<file path="src/design/asd_pkg.sv">
package asd_pkg;

  // ----------------------------------------------------------------
  // Address space geometry
  // ----------------------------------------------------------------
  localparam int unsigned REG_SPACE_BYTES  = 4096;
  localparam int unsigned PROG_SPACE_BYTES = 65536;
  localparam int unsigned RAM_MAX_BYTES    = 256;
  localparam int unsigned FLASH_MIN_BYTES  = 1024;
  localparam int unsigned FLASH_MAX_BYTES  = 12288;
  localparam int unsigned FLASH_DEF_BYTES  = 8192;

  localparam logic [11:0] RAM_BASE      = 12'h000;
  localparam logic [11:0] CTRL_BASE     = 12'hf00;
  localparam logic [11:0] CTRL_LAST     = 12'hfff;

  // Fixed low program memory layout
  localparam logic [15:0] OPTION_BYTES_BASE = 16'h0000;
  localparam logic [15:0] RESET_VECTOR_BASE = 16'h0002;
  localparam logic [15:0] INT_VECTORS_BASE  = 16'h0004;
  localparam logic [15:0] INT_VECTORS_LAST  = 16'h003d;
  localparam logic [15:0] CODE_BASE         = 16'h003e;

  // Information area overlay
  localparam logic [15:0] INFO_BASE         = 16'hfe00;
  localparam logic [15:0] INFO_LAST         = 16'hfe7f;
  localparam logic [15:0] INFO_OPTIONS_BASE = 16'hfe00;
  localparam logic [15:0] INFO_PARTNUM_BASE = 16'hfe40;
  localparam logic [15:0] INFO_PARTNUM_LAST = 16'hfe53;
  localparam logic [15:0] INFO_CALIB_BASE   = 16'hfe60;
  localparam int unsigned INFO_BYTES        = 128;
  localparam int unsigned INFO_EN_BIT       = 7;

  // Value returned for unimplemented program memory
  localparam logic [7:0]  PROG_EMPTY_BYTE   = 8'hff;

  // ----------------------------------------------------------------
  // Control register map
  // ----------------------------------------------------------------
  localparam int unsigned GRP_TIMER0     = 0;
  localparam int unsigned GRP_TIMER1     = 1;
  localparam int unsigned GRP_CONVERTER  = 2;
  localparam int unsigned GRP_POWER      = 3;
  localparam int unsigned GRP_LAMP       = 4;
  localparam int unsigned GRP_OSC        = 5;
  localparam int unsigned GRP_COMPARATOR = 6;
  localparam int unsigned GRP_INTCTL     = 7;
  localparam int unsigned GRP_PORTA      = 8;
  localparam int unsigned GRP_COUNT      = 9;

  typedef struct packed {
    logic [11:0] addr;
    logic [7:0]  rstVal;
    logic        readOnly;
    logic [3:0]  group;
  } asd_ctrl_entry_t;

  localparam int unsigned CTRL_COUNT = 41;

  localparam asd_ctrl_entry_t CTRL_MAP [CTRL_COUNT] = '{
    '{12'hf00, 8'h00, 1'b0, 4'h0}, // timer0_count_high
    '{12'hf01, 8'h01, 1'b0, 4'h0}, // timer0_count_low
    '{12'hf02, 8'hff, 1'b0, 4'h0}, // timer0_reload_high
    '{12'hf03, 8'hff, 1'b0, 4'h0}, // timer0_reload_low
    '{12'hf04, 8'h00, 1'b0, 4'h0}, // timer0_pulse_width_high
    '{12'hf05, 8'h00, 1'b0, 4'h0}, // timer0_pulse_width_low
    '{12'hf06, 8'h00, 1'b0, 4'h0}, // timer0_control_a
    '{12'hf07, 8'h00, 1'b0, 4'h0}, // timer0_control_b
    '{12'hf08, 8'h00, 1'b0, 4'h1}, // timer1_count_high
    '{12'hf09, 8'h01, 1'b0, 4'h1}, // timer1_count_low
    '{12'hf0a, 8'hff, 1'b0, 4'h1}, // timer1_reload_high
    '{12'hf0b, 8'hff, 1'b0, 4'h1}, // timer1_reload_low
    '{12'hf0c, 8'h00, 1'b0, 4'h1}, // timer1_pulse_width_high
    '{12'hf0d, 8'h00, 1'b0, 4'h1}, // timer1_pulse_width_low
    '{12'hf0e, 8'h00, 1'b0, 4'h1}, // timer1_control_a
    '{12'hf0f, 8'h00, 1'b0, 4'h1}, // timer1_control_b
    '{12'hf70, 8'h00, 1'b0, 4'h2}, // converter_control_a
    '{12'hf72, 8'h00, 1'b1, 4'h2}, // converter_result_high
    '{12'hf73, 8'h00, 1'b1, 4'h2}, // converter_result_low
    '{12'hf75, 8'h3f, 1'b0, 4'h2}, // converter_sample_time
    '{12'hf76, 8'h00, 1'b0, 4'h2}, // converter_clock_divider
    '{12'hf80, 8'h88, 1'b0, 4'h3}, // power_control_a
    '{12'hf82, 8'h00, 1'b0, 4'h4}, // lamp_drive_enable
    '{12'hf83, 8'h00, 1'b0, 4'h4}, // lamp_drive_level_high
    '{12'hf84, 8'h00, 1'b0, 4'h4}, // lamp_drive_level_low
    '{12'hf86, 8'ha0, 1'b0, 4'h5}, // oscillator_control
    '{12'hf90, 8'h14, 1'b0, 4'h6}, // comparator_zero_control
    '{12'hfc0, 8'h00, 1'b0, 4'h7}, // int_request_group_a
    '{12'hfc1, 8'h00, 1'b0, 4'h7}, // int_enable_hi_group_a
    '{12'hfc2, 8'h00, 1'b0, 4'h7}, // int_enable_lo_group_a
    '{12'hfc3, 8'h00, 1'b0, 4'h7}, // int_request_group_b
    '{12'hfc4, 8'h00, 1'b0, 4'h7}, // int_enable_hi_group_b
    '{12'hfc5, 8'h00, 1'b0, 4'h7}, // int_enable_lo_group_b
    '{12'hfc6, 8'h00, 1'b0, 4'h7}, // int_request_group_c
    '{12'hfc7, 8'h00, 1'b0, 4'h7}, // int_enable_hi_group_c
    '{12'hfc8, 8'h00, 1'b0, 4'h7}, // int_enable_lo_group_c
    '{12'hfcd, 8'h00, 1'b0, 4'h7}, // int_edge_polarity
    '{12'hfce, 8'h00, 1'b0, 4'h7}, // int_shared_source_select
    '{12'hfcf, 8'h00, 1'b0, 4'h7}, // int_global_control
    '{12'hfd0, 8'h00, 1'b0, 4'h8}, // port_a_subregister_index
    '{12'hfd1, 8'h00, 1'b0, 4'h8}  // port_a_subregister_value
  };

  // Program-side target of a registered access
  typedef enum logic [1:0] {
    PT_NONE,
    PT_FLASH,
    PT_INFO,
    PT_CONST
  } asd_prog_target_t;

endpackage

</file>
<file path="src/design/asd_decoder.sv">
`timescale 1ns/1ns

// Contract
// Register space has 4096 byte locations, general-purpose and control sections.
// Addresses F00H to FFFH form the control-register section.
// Reserved control addresses read back an undefined value.
// Software should not write reserved control addresses.
// RAM begins at 000H and holds at most 256 bytes.
// Between RAM top and control section reads are undefined, writes ignored.
// Program space spans 64 KB of byte addresses.
// Flash fills the bottom, 1 KB to 12 KB; largest map ends 2FFF.
// Program reads beyond implemented flash return FFH.
// Program writes to unimplemented addresses change nothing.
// Option bytes 0000-0001, reset vector 0002-0003, interrupt vectors 0004-003D.
// Data-memory space is not implemented and never decoded.
// Information area reachable only while page-select bit 7 is one.
// Enabled information area overlays FE00H to FE7FH.
// Overlay reads come from the information area; it takes no writes.
// Info area: options FE00-FE3F, part number FE40-FE53, calibration FE60-FE7F.
// Control registers of absent peripherals behave as reserved.
// Each access raises exactly one target select and is decoded in one cycle.
module asd_decoder #(
  parameter int unsigned RAM_BYTES      = asd_pkg::RAM_MAX_BYTES,
  parameter int unsigned FLASH_BYTES    = asd_pkg::FLASH_DEF_BYTES,
  parameter logic [8:0]  PERIPH_PRESENT = 9'h1ff
) (
  input  wire logic        sys_clk,
  input  wire logic        sys_rst,
  // Register file access from the core
  input  wire logic [11:0] regAddr,
  input  wire logic        regRdReq,
  input  wire logic        regWrReq,
  input  wire logic [7:0]  regWrData,
  output logic [7:0]       regRdData,
  output logic             regRdValid,
  output logic             regSelRam,
  output logic             regSelCtrl,
  output logic             regSelUndef,
  output logic             ctrlWrPulse,
  output logic [5:0]       ctrlWrIndex,
  output logic [7:0]       ctrlWrValue,
  // Program memory access from the core
  input  wire logic [15:0] progAddr,
  input  wire logic        progRdReq,
  input  wire logic        progWrReq,
  input  wire logic [7:0]  progWrData,
  input  wire logic [7:0]  pageSelect,
  input  wire logic [7:0]  flashRdData,
  input  wire logic [7:0]  infoRdData,
  output logic [15:0]      memAddr,
  output logic             flashRdEn,
  output logic             flashWrEn,
  output logic [7:0]       flashWrData,
  output logic             infoRdEn,
  output logic             progSelFlash,
  output logic             progSelInfo,
  output logic             progSelConst,
  output logic [7:0]       progRdData,
  output logic             progRdValid
);
  import asd_pkg::*;

  // ----------------------------------------------------------------
  // Elaboration checks
  // ----------------------------------------------------------------
  if (RAM_BYTES < 1 || RAM_BYTES > RAM_MAX_BYTES) begin : gRamChk
    $error("RAM_BYTES out of range");
  end
  if (FLASH_BYTES < FLASH_MIN_BYTES || FLASH_BYTES > FLASH_MAX_BYTES) begin : gFlashChk
    $error("FLASH_BYTES out of range");
  end
  if (FLASH_BYTES > int'(INFO_BASE)) begin : gOverlapChk
    $error("flash may not reach the information area");
  end

  localparam logic [11:0] RAM_TOP   = 12'(RAM_BYTES);
  localparam logic [16:0] FLASH_TOP = 17'(FLASH_BYTES);

  // ----------------------------------------------------------------
  // Storage
  // ----------------------------------------------------------------
  logic [7:0] ramMem [RAM_BYTES];
  logic [7:0] ctrlStore_reg [CTRL_COUNT];

  // ----------------------------------------------------------------
  // Register-side decode
  // ----------------------------------------------------------------
  logic       regReq;
  logic       hitRam;
  logic       hitCtrlSpace;
  logic       hitCtrl;
  logic       hitCtrlWritable;
  logic [5:0] hitIndex;
  logic [7:0] ctrlRdValue;

  assign regReq       = regRdReq | regWrReq;
  // 12-bit address covers exactly the 4096-byte space
  assign hitRam       = (regAddr - RAM_BASE) < RAM_TOP;
  assign hitCtrlSpace = (regAddr >= CTRL_BASE) && (regAddr <= CTRL_LAST);

  // Table lookup; absent peripherals fall back to reserved
  always_comb begin
    hitCtrl         = 1'b0;
    hitCtrlWritable = 1'b0;
    hitIndex        = 6'h00;
    ctrlRdValue     = 8'h00;
    for (int i = 0; i < CTRL_COUNT; i++) begin
      if (hitCtrlSpace && regAddr == CTRL_MAP[i].addr &&
          PERIPH_PRESENT[CTRL_MAP[i].group]) begin
        hitCtrl         = 1'b1;
        hitCtrlWritable = ~CTRL_MAP[i].readOnly;
        hitIndex        = 6'(i);
        ctrlRdValue     = ctrlStore_reg[i];
      end
    end
  end

  // ----------------------------------------------------------------
  // General-purpose RAM
  // ----------------------------------------------------------------
  // Writes only land inside the implemented RAM
  always_ff @(posedge sys_clk) begin
    if (regWrReq && hitRam) begin
      ramMem[regAddr[7:0] % RAM_BYTES] <= regWrData;
    end
  end

  // ----------------------------------------------------------------
  // Control register storage
  // ----------------------------------------------------------------
  // Reserved and read-only locations never store
  for (genvar g = 0; g < CTRL_COUNT; g++) begin : gCtrl
    always_ff @(posedge sys_clk or posedge sys_rst) begin
      if (sys_rst) begin
        ctrlStore_reg[g] <= CTRL_MAP[g].rstVal;
      end else if (regWrReq && hitCtrl && hitCtrlWritable && hitIndex == 6'(g)) begin
        ctrlStore_reg[g] <= regWrData;
      end
    end
  end

  // Write notice to the owning peripheral
  always_ff @(posedge sys_clk or posedge sys_rst) begin
    if (sys_rst) begin
      ctrlWrPulse <= 1'b0;
      ctrlWrIndex <= 6'h00;
      ctrlWrValue <= 8'h00;
    end else begin
      ctrlWrPulse <= regWrReq && hitCtrl && hitCtrlWritable;
      if (regWrReq && hitCtrl && hitCtrlWritable) begin
        ctrlWrIndex <= hitIndex;
        ctrlWrValue <= regWrData;
      end
    end
  end

  // ----------------------------------------------------------------
  // Register-side selects and read data
  // ----------------------------------------------------------------
  // One select per access, none when idle
  always_ff @(posedge sys_clk or posedge sys_rst) begin
    if (sys_rst) begin
      regSelRam   <= 1'b0;
      regSelCtrl  <= 1'b0;
      regSelUndef <= 1'b0;
    end else begin
      regSelRam   <= regReq && hitRam;
      regSelCtrl  <= regReq && hitCtrl;
      regSelUndef <= regReq && !hitRam && !hitCtrl;
    end
  end

  // Undefined reads leave the previous bus value standing
  always_ff @(posedge sys_clk or posedge sys_rst) begin
    if (sys_rst) begin
      regRdData  <= 8'h00;
      regRdValid <= 1'b0;
    end else begin
      regRdValid <= regRdReq;
      if (regRdReq && hitRam) begin
        regRdData <= ramMem[regAddr[7:0] % RAM_BYTES];
      end else if (regRdReq && hitCtrl) begin
        regRdData <= ctrlRdValue;
      end
    end
  end

  // ----------------------------------------------------------------
  // Program-side decode
  // ----------------------------------------------------------------
  logic             progReq;
  logic             rdConst_reg;
  logic             infoEnabled;
  logic             inInfo;
  logic             inFlash;
  asd_prog_target_t progTarget;

  assign progReq     = progRdReq | progWrReq;
  assign infoEnabled = pageSelect[INFO_EN_BIT];
  assign inInfo      = (progAddr >= INFO_BASE) && (progAddr <= INFO_LAST);
  // Option bytes, vectors and code all sit in flash from 0000 upward
  assign inFlash     = {1'b0, progAddr} < FLASH_TOP;

  // Overlay takes priority over the normal map
  always_comb begin
    progTarget = PT_NONE;
    if (progReq) begin
      if (infoEnabled && inInfo) begin
        progTarget = PT_INFO;
      end else if (inFlash) begin
        progTarget = PT_FLASH;
      end else begin
        progTarget = PT_CONST;
      end
    end
  end

  // Stage 1: address, strobes and selects to the memories
  always_ff @(posedge sys_clk or posedge sys_rst) begin
    if (sys_rst) begin
      memAddr      <= 16'h0000;
      flashRdEn    <= 1'b0;
      flashWrEn    <= 1'b0;
      flashWrData  <= 8'h00;
      infoRdEn     <= 1'b0;
      progSelFlash <= 1'b0;
      progSelInfo  <= 1'b0;
      progSelConst <= 1'b0;
    end else begin
      if (progReq) begin
        memAddr <= progAddr;
      end
      flashRdEn    <= progRdReq && progTarget == PT_FLASH;
      flashWrEn    <= progWrReq && progTarget == PT_FLASH;
      infoRdEn     <= progRdReq && progTarget == PT_INFO;
      progSelFlash <= progTarget == PT_FLASH;
      progSelInfo  <= progTarget == PT_INFO;
      progSelConst <= progTarget == PT_CONST;
      if (progWrReq && progTarget == PT_FLASH) begin
        flashWrData <= progWrData;
      end
    end
  end

  // Stage 2: read data captured from the selected source
  always_ff @(posedge sys_clk or posedge sys_rst) begin
    if (sys_rst) begin
      progRdData  <= 8'h00;
      progRdValid <= 1'b0;
    end else begin
      progRdValid <= flashRdEn | infoRdEn | (progSelConst && !flashWrEn && rdConst_reg);
      if (infoRdEn) begin
        progRdData <= infoRdData;
      end else if (flashRdEn) begin
        progRdData <= flashRdData;
      end else if (progSelConst && rdConst_reg) begin
        progRdData <= PROG_EMPTY_BYTE;
      end
    end
  end

  // Remembers that a constant-path access was a read
  always_ff @(posedge sys_clk or posedge sys_rst) begin
    if (sys_rst) begin
      rdConst_reg <= 1'b0;
    end else begin
      rdConst_reg <= progRdReq && progTarget == PT_CONST;
    end
  end

  // No data-memory port exists: that space is never decoded

endmodule

</file>
<file path="config.mk">
export PLATFORM = sky130hd
export DESIGN_NAME = asd_decoder
export DESIGN_NICKNAME = d
export VERILOG_FILES = /design/src/design/asd_pkg.sv /design/src/design/asd_decoder.sv
export SDC_FILE = /design/constraint.sdc
export NUM_CORES = 2
export LEC_CHECK = 0
export ABC_CLOCK_PERIOD_IN_PS = 11500
export BUFFER_PORTS_ARGS = -buffer_cell sky130_fd_sc_hd__buf_2
export CELL_PAD_IN_SITES_DETAIL_PLACEMENT = 0
export CELL_PAD_IN_SITES_GLOBAL_PLACEMENT = 1
export CORE_MARGIN = 3
export CORE_UTILIZATION = 33
export CTS_CLUSTER_DIAMETER = 80
export DETAILED_ROUTE_END_ITERATION = 8
export GPL_ROUTABILITY_DRIVEN = 0
export PLACE_DENSITY_LB_ADDON = 0.1
export SLEW_MARGIN = 15
export SYNTH_ARGS = -nofsm -noshare
export SYNTH_HDL_FRONTEND = slang
export SYNTH_SLANG_ARGS = --single-unit
</file>
<file path="constraint.sdc">
create_clock -name sys_clk -period 11.5 [get_ports sys_clk]
set_input_delay 0.575 -clock sys_clk [delete_from_list [all_inputs] [get_ports sys_clk]]
set_output_delay 0.575 -clock sys_clk [all_outputs]
set_load 0.03 [all_outputs]
</file>
# Word-level counts from Yosys, hierarchy flattened
# Memory sizes are Yosys's and may differ from the RTL's.
# Cells that the tools add are included.
# totals
word_cells	418
in_bits	74
mem_count	1
mem_bits_rw	2048
reg_bits	395
out_inout_bits	66
# memory_table
memory	words	width	rd	rd_clocked_by_memory_dff	wr	line_no	rtl
ramMem	256	8	1	0	1	asd_decoder.sv:82	logic [7:0] ramMem [RAM_BYTES];
# classes
bitwise_logic	4
eq_ne	84
n_lt_le_gt_ge	6
reduce_logical	107
n_mux	156
# ops
operator	n
equality test 12 bit, second input constant	41
2-to-1 mux 8 bit	46
2-to-1 mux 6 bit	30
logical AND 1 bit	101
equality test 6 x 5 -> 1 bit, second input constant	16
2-to-1 mux 1 bit	68
equality test 6 bit, second input constant	9
equality test 6 x 4 -> 1 bit, second input constant	8
equality test 6 x 3 -> 1 bit, second input constant	4
greater-or-equal comparator 16 bit, second input constant	1
<= comparator 16 bit, second input constant	1
less-than comparator 16 x 14 -> 1 bit, second input constant	1
equality test 6 x 2 -> 1 bit, second input constant	2
greater-or-equal comparator 12 bit, second input constant	1
<= comparator 12 bit, second input constant	1
less-than comparator 12 x 9 -> 1 bit, second input constant	1
2-to-1 mux 3 bit	4
2-to-1 mux 4 bit	3
2-to-1 mux 2 bit	5
equality test 6 x 1 -> 1 bit, second input constant	1
logical NOT 6 bit	1
equality test 2 bit, second input constant	2
OR 1 bit	4
logical NOT 1 bit	3
other kinds (3)	3

# Logic depth before layout (Yosys ltp)
# logic_depth
ltp_word	47
depth_mapped	16
ltp_nobuf	9

# Worst setup path after synthesis
# Ideal clock, no wire load.
# synth_timing
kind	input to register
start	in regAddr[11]
end	mem ramMem[104][0] (enable)
stages	7
setup_ns	0.370
n_path_buf	3
slack_ns	8.287
arrival_time_ns	2.842
required_ns	11.130
path_cell_list	nor4_1 -> and2_1 -> clkbuf_1 -> buf_1 -> nand2_1 -> clkbuf_1 -> nor2_1
# synth_between
elab_chain_len	4
# synth_lines
element	line_no	rtl
start: declaration	asd_decoder.sv:30	input wire logic [11:0] regAddr,
less-than comparator 12 x 9 -> 1 bit	asd_decoder.sv:98	assign hitRam = (regAddr - RAM_BASE) < RAM_TOP;
logical AND 1 bit	asd_decoder.sv:123	if (regWrReq && hitRam) begin
2-to-1 mux 1 bit	asd_decoder.sv:123	
2-to-1 mux 1 bit (implied by the code)	asd_decoder.sv:124	ramMem[regAddr[7:0] % RAM_BYTES] <= regWrData;
end: declaration	asd_decoder.sv:82	
# No other way between the ends.

# Worst setup path after layout
# layout_timing
start	in regAddr[0]
end	reg regRdData[2]
# layout_between
elab_chain_len	46
elab_cells_between_ends	174
classes_between	order compare (3); eq/ne (41); mux (84); reduce/logical (45); memory (1)
# layout_lines
element	line_no	rtl
greater-or-equal comparator 12 bit / <= comparator 12 bit (equally long branches)	asd_decoder.sv:99	assign hitCtrlSpace = (regAddr >= CTRL_BASE) && (regAddr <= CTRL_LAST);
logical AND 1 bit	asd_decoder.sv:99	
logical AND 1 bit	asd_decoder.sv:108	if (hitCtrlSpace && regAddr == CTRL_MAP[i].addr &&
2-to-1 mux 8 bit / 2-to-1 mux 1 bit (equally long branches) (41 in a row)	asd_decoder.sv:108	
2-to-1 mux 8 bit / logical AND 1 bit (equally long branches)	asd_decoder.sv:182	end else if (regRdReq && hitCtrl) begin
2-to-1 mux 8 bit / nonzero test 2 bit (equally long branches)	-	
end signal: assignment	asd_decoder.sv:181	regRdData <= ramMem[regAddr[7:0] % RAM_BYTES];
end signal: assignment	asd_decoder.sv:183	regRdData <= ctrlRdValue;
end: declaration	asd_decoder.sv:34	output logic [7:0] regRdData,
# Several ways; a longest one is shown, not always the timed one. The select of a mux whose other input is x is not followed.
# A chain may end at the register's enable or synchronous reset.

==> impl_metrics.tcl <==
set metrics [dict create \
    crit_chain "buf_8, buf_12, buf_4, mux4_2, a22oi_1, o22ai_1, nor4_1, nand4_1, o31ai_1, o31ai_1" \
    boundaryPins 140 \
    routed_wl_mm 328 \
    grt_pass1_wl_mm 454 \
    crit_buf_inv 3 \
    critical-path-top-delay-family "compound AO/OA/AOI/OAI gates" \
    cts_setup_buffers 0 \
    p_leak_nw 38.1 \
    first_pass_iters 5 \
    yosysTopAreaCellShare 0.624 \
    ant_nets 0 \
    fin_crit_sh 0.458 \
    cts.sinks 2443 \
    dieArea_sq_mm 0.305 \
    hold_viol_final 0 \
    seq_area_frac_synth 0.725 \
    drive_gt1_frac 0.309 \
    clkLatencyLatePin_ns 0.91 \
    clockRootBuffer "clkbuf_16" \
    grt_max_degree 124 \
    clock_path_buffers 4 \
    antenna_found_initial 39 \
    cp_data_arrival_time_ns 5.98 \
    portBuffers 132 \
    path_depth 10 \
    synth.avg_cell_area_sq_um 19.0 \
    path_common_cell "o31ai_1" \
    power_w 0.0196 \
    regToRegEndpoint "regRdData[2]$_DFFE_PP0P_" \
    setup_slack_ns 6.23 \
    power.density_mw_per_mm2 173 \
    track_usage 0.211 \
    maxCapViolCount 0 \
    dieHeight_microns 552 \
    hpwl_mm 201 \
    cp_slowest_cell "o31ai_1" \
    grt-ovfl-total 0 \
    start_kind "input port" \
    hold_class "input port to register" \
    hold_buffers 46 \
    numCtsBuffers 290 \
    r2r_start "ramMem[95][2]$_DFFE_PP_" \
    synth_top_area_cell "edfxtp_1" \
    finalCriticalPeriod_ns 5.27 \
    drc 0 \
    end_kind "register" \
    netlist_area_sq_mm 0.0985 \
    r2r_cells 7 \
    maxSlewViolCount 0 \
    layout.nets 5531 \
    drtIter0Drc 5213 \
    synthArstFlopShare 0.162 \
    first_global_vias 53700 \
    ys.flop_type "edfxtp_1" \
    rsz0062_at_grt "no" \
    htreeDepth 5 \
    initial_utilization 0.333 \
    synth_area_leaders "edfxtp_1, mux4_2, dfrtp_1" \
    die_w_microns 552 \
    cts_tree "built" \
    fmax_mhz 190 \
    required_ns 12.21 \
    cts_resized 0 \
    place_area_sq_mm 0.104 \
    yosys-top-cells-count "edfxtp_1, mux4_2, nor2_1, mux2_2, dfrtp_1" \
    synth-seq-cells 2443 \
    final_util 0.384 \
    setup_viol 0 \
    final_area_sq_mm 0.114 \
    tightest_slew_ns 1.27 \
    clk_pin_slew_ns 0.05 \
    startpoint "regAddr[0]" \
    yosysUniqueCellTypes 101 \
    vias 52200 \
    yosysMostFrequentCell "edfxtp_1" \
    wl_per_cell_microns 34.2 \
    area_growth_pct 15.3 \
    cp_max_fo 61 \
    ys.warnings.count 0 \
    fin_tns_setup_ns 0 \
    max_stage_delay_ns 1.02 \
    largest_reg_flops 2048 \
    status "complete, no violations" \
    worstSetupEndpoint "regRdData[2]$_DFFE_PP0P_" \
    vias_per_cell 5.44 \
    finClkSkew_ns 0.0454 \
    synth_edf_count 2048 \
    core_area_sq_mm 0.296 \
    ff2ff_setup_slack_ns 7.61 \
    synthCells 5176 \
    ir_worst_vdd_uv 103 \
    syn_nets 5250 \
    worstSetupPathType "input port to register" \
    num_rows 199 \
    max-slew-margin-rel 0.154 \
    dp_slack_ns 5.39 \
]
-- per-stage QoR --
step | std cells | hold WS (ns)
2_1_floorplan | 5176 | 0.424
3_3_place_gp | 9038 | 0.360
3_5_place_dp | 9038 | 0.363
4_1_cts | 9597 | 0.125
5_1_grt | 9599 | 0.108
6_report | 9604 | 0.120
-- logic make-up (layout without fill, tap and decap cells) --
family,Yosys count,after routing,synth area share
AO/OA/AOI/OAI,509,509,0.0359
other,0,7,0
XOR/XNOR,1,1,0.0000889
buffers and inverters,353,855,0.0177
AND/OR/NAND/NOR,858,858,0.0419
flip-flops,2443,2443,0.725
multiplexers,1012,1012,0.179
-- worst min path at each step --
stage,from,end,slack [ns],cells past startpoint
floorplan,ctrlStore_reg[190]$_DFFE_PP0P_,ctrlStore_reg[190]$_DFFE_PP0P_,0.42,1
global placement,ctrlStore_reg[190]$_DFFE_PP0P_,ctrlStore_reg[190]$_DFFE_PP0P_,0.36,0
detailed placement,ctrlStore_reg[190]$_DFFE_PP0P_,ctrlStore_reg[190]$_DFFE_PP0P_,0.36,0
CTS,regWrData[6],ramMem[35][6]$_DFFE_PP_,0.12,1
global route,regWrData[6],ramMem[35][6]$_DFFE_PP_,0.11,1
finish,regWrData[6],ramMem[35][6]$_DFFE_PP_,0.12,1
-- power by group --
| group | leakage (nW) | internal [W] | switching [W] |
|---|---|---|---|
| clock | 4.44 | 0.00517 | 0.00376 |
| sequential | 23.6 | 0.00964 | 0.0000186 |
| combinational | 10.1 | 0.000330 | 0.000740 |
| total | 38.1 | 0.0151 | 0.00451 |
-- area by class of cell --
class,count,area [sq um]
Clock buffer,376,7780
Antenna cell,7,17.5
Sequential cell,2443,71400
Timing Repair Buffer,328,2500
Fill cell,27000,182000
Clock inverter,137,1330
Inverter,14,67.6
Tap cell,3919,4900
Multi-Input combinational cell,2380,25600
-- metal layers --
metal | part of all wire | vias up | global-route usage
li1 | - | 21700 | -
met1 | 0.44 | 28600 | 0.301
met2 | 0.48 | 1591 | 0.340
met3 | 0.056 | 365 | 0.0349
met4 | 0.023 | 0 | 0.0481
met5 | 0 | - | 0
-- cell usage in the layout, fill, tap and decap left out, types with 46 or more instances in the layout --
master / n
dfstp_2: 46
clkbuf_1: 70
clkinv_1: 47
nand2_1: 171
a21oi_1: 94
mux2_2: 351
edfxtp_1: 2048
buf_2: 120
nor2_1: 372
clkbuf_16: 294
mux2i_1: 94
buf_4: 140
a22oi_1: 73
o22ai_1: 54
dlygate4sd3_1: 46
mux4_2: 567
o21ai_0: 83
nand3_1: 55
dfrtp_1: 349
Note: power is estimated with default switching activity, not from simulation.
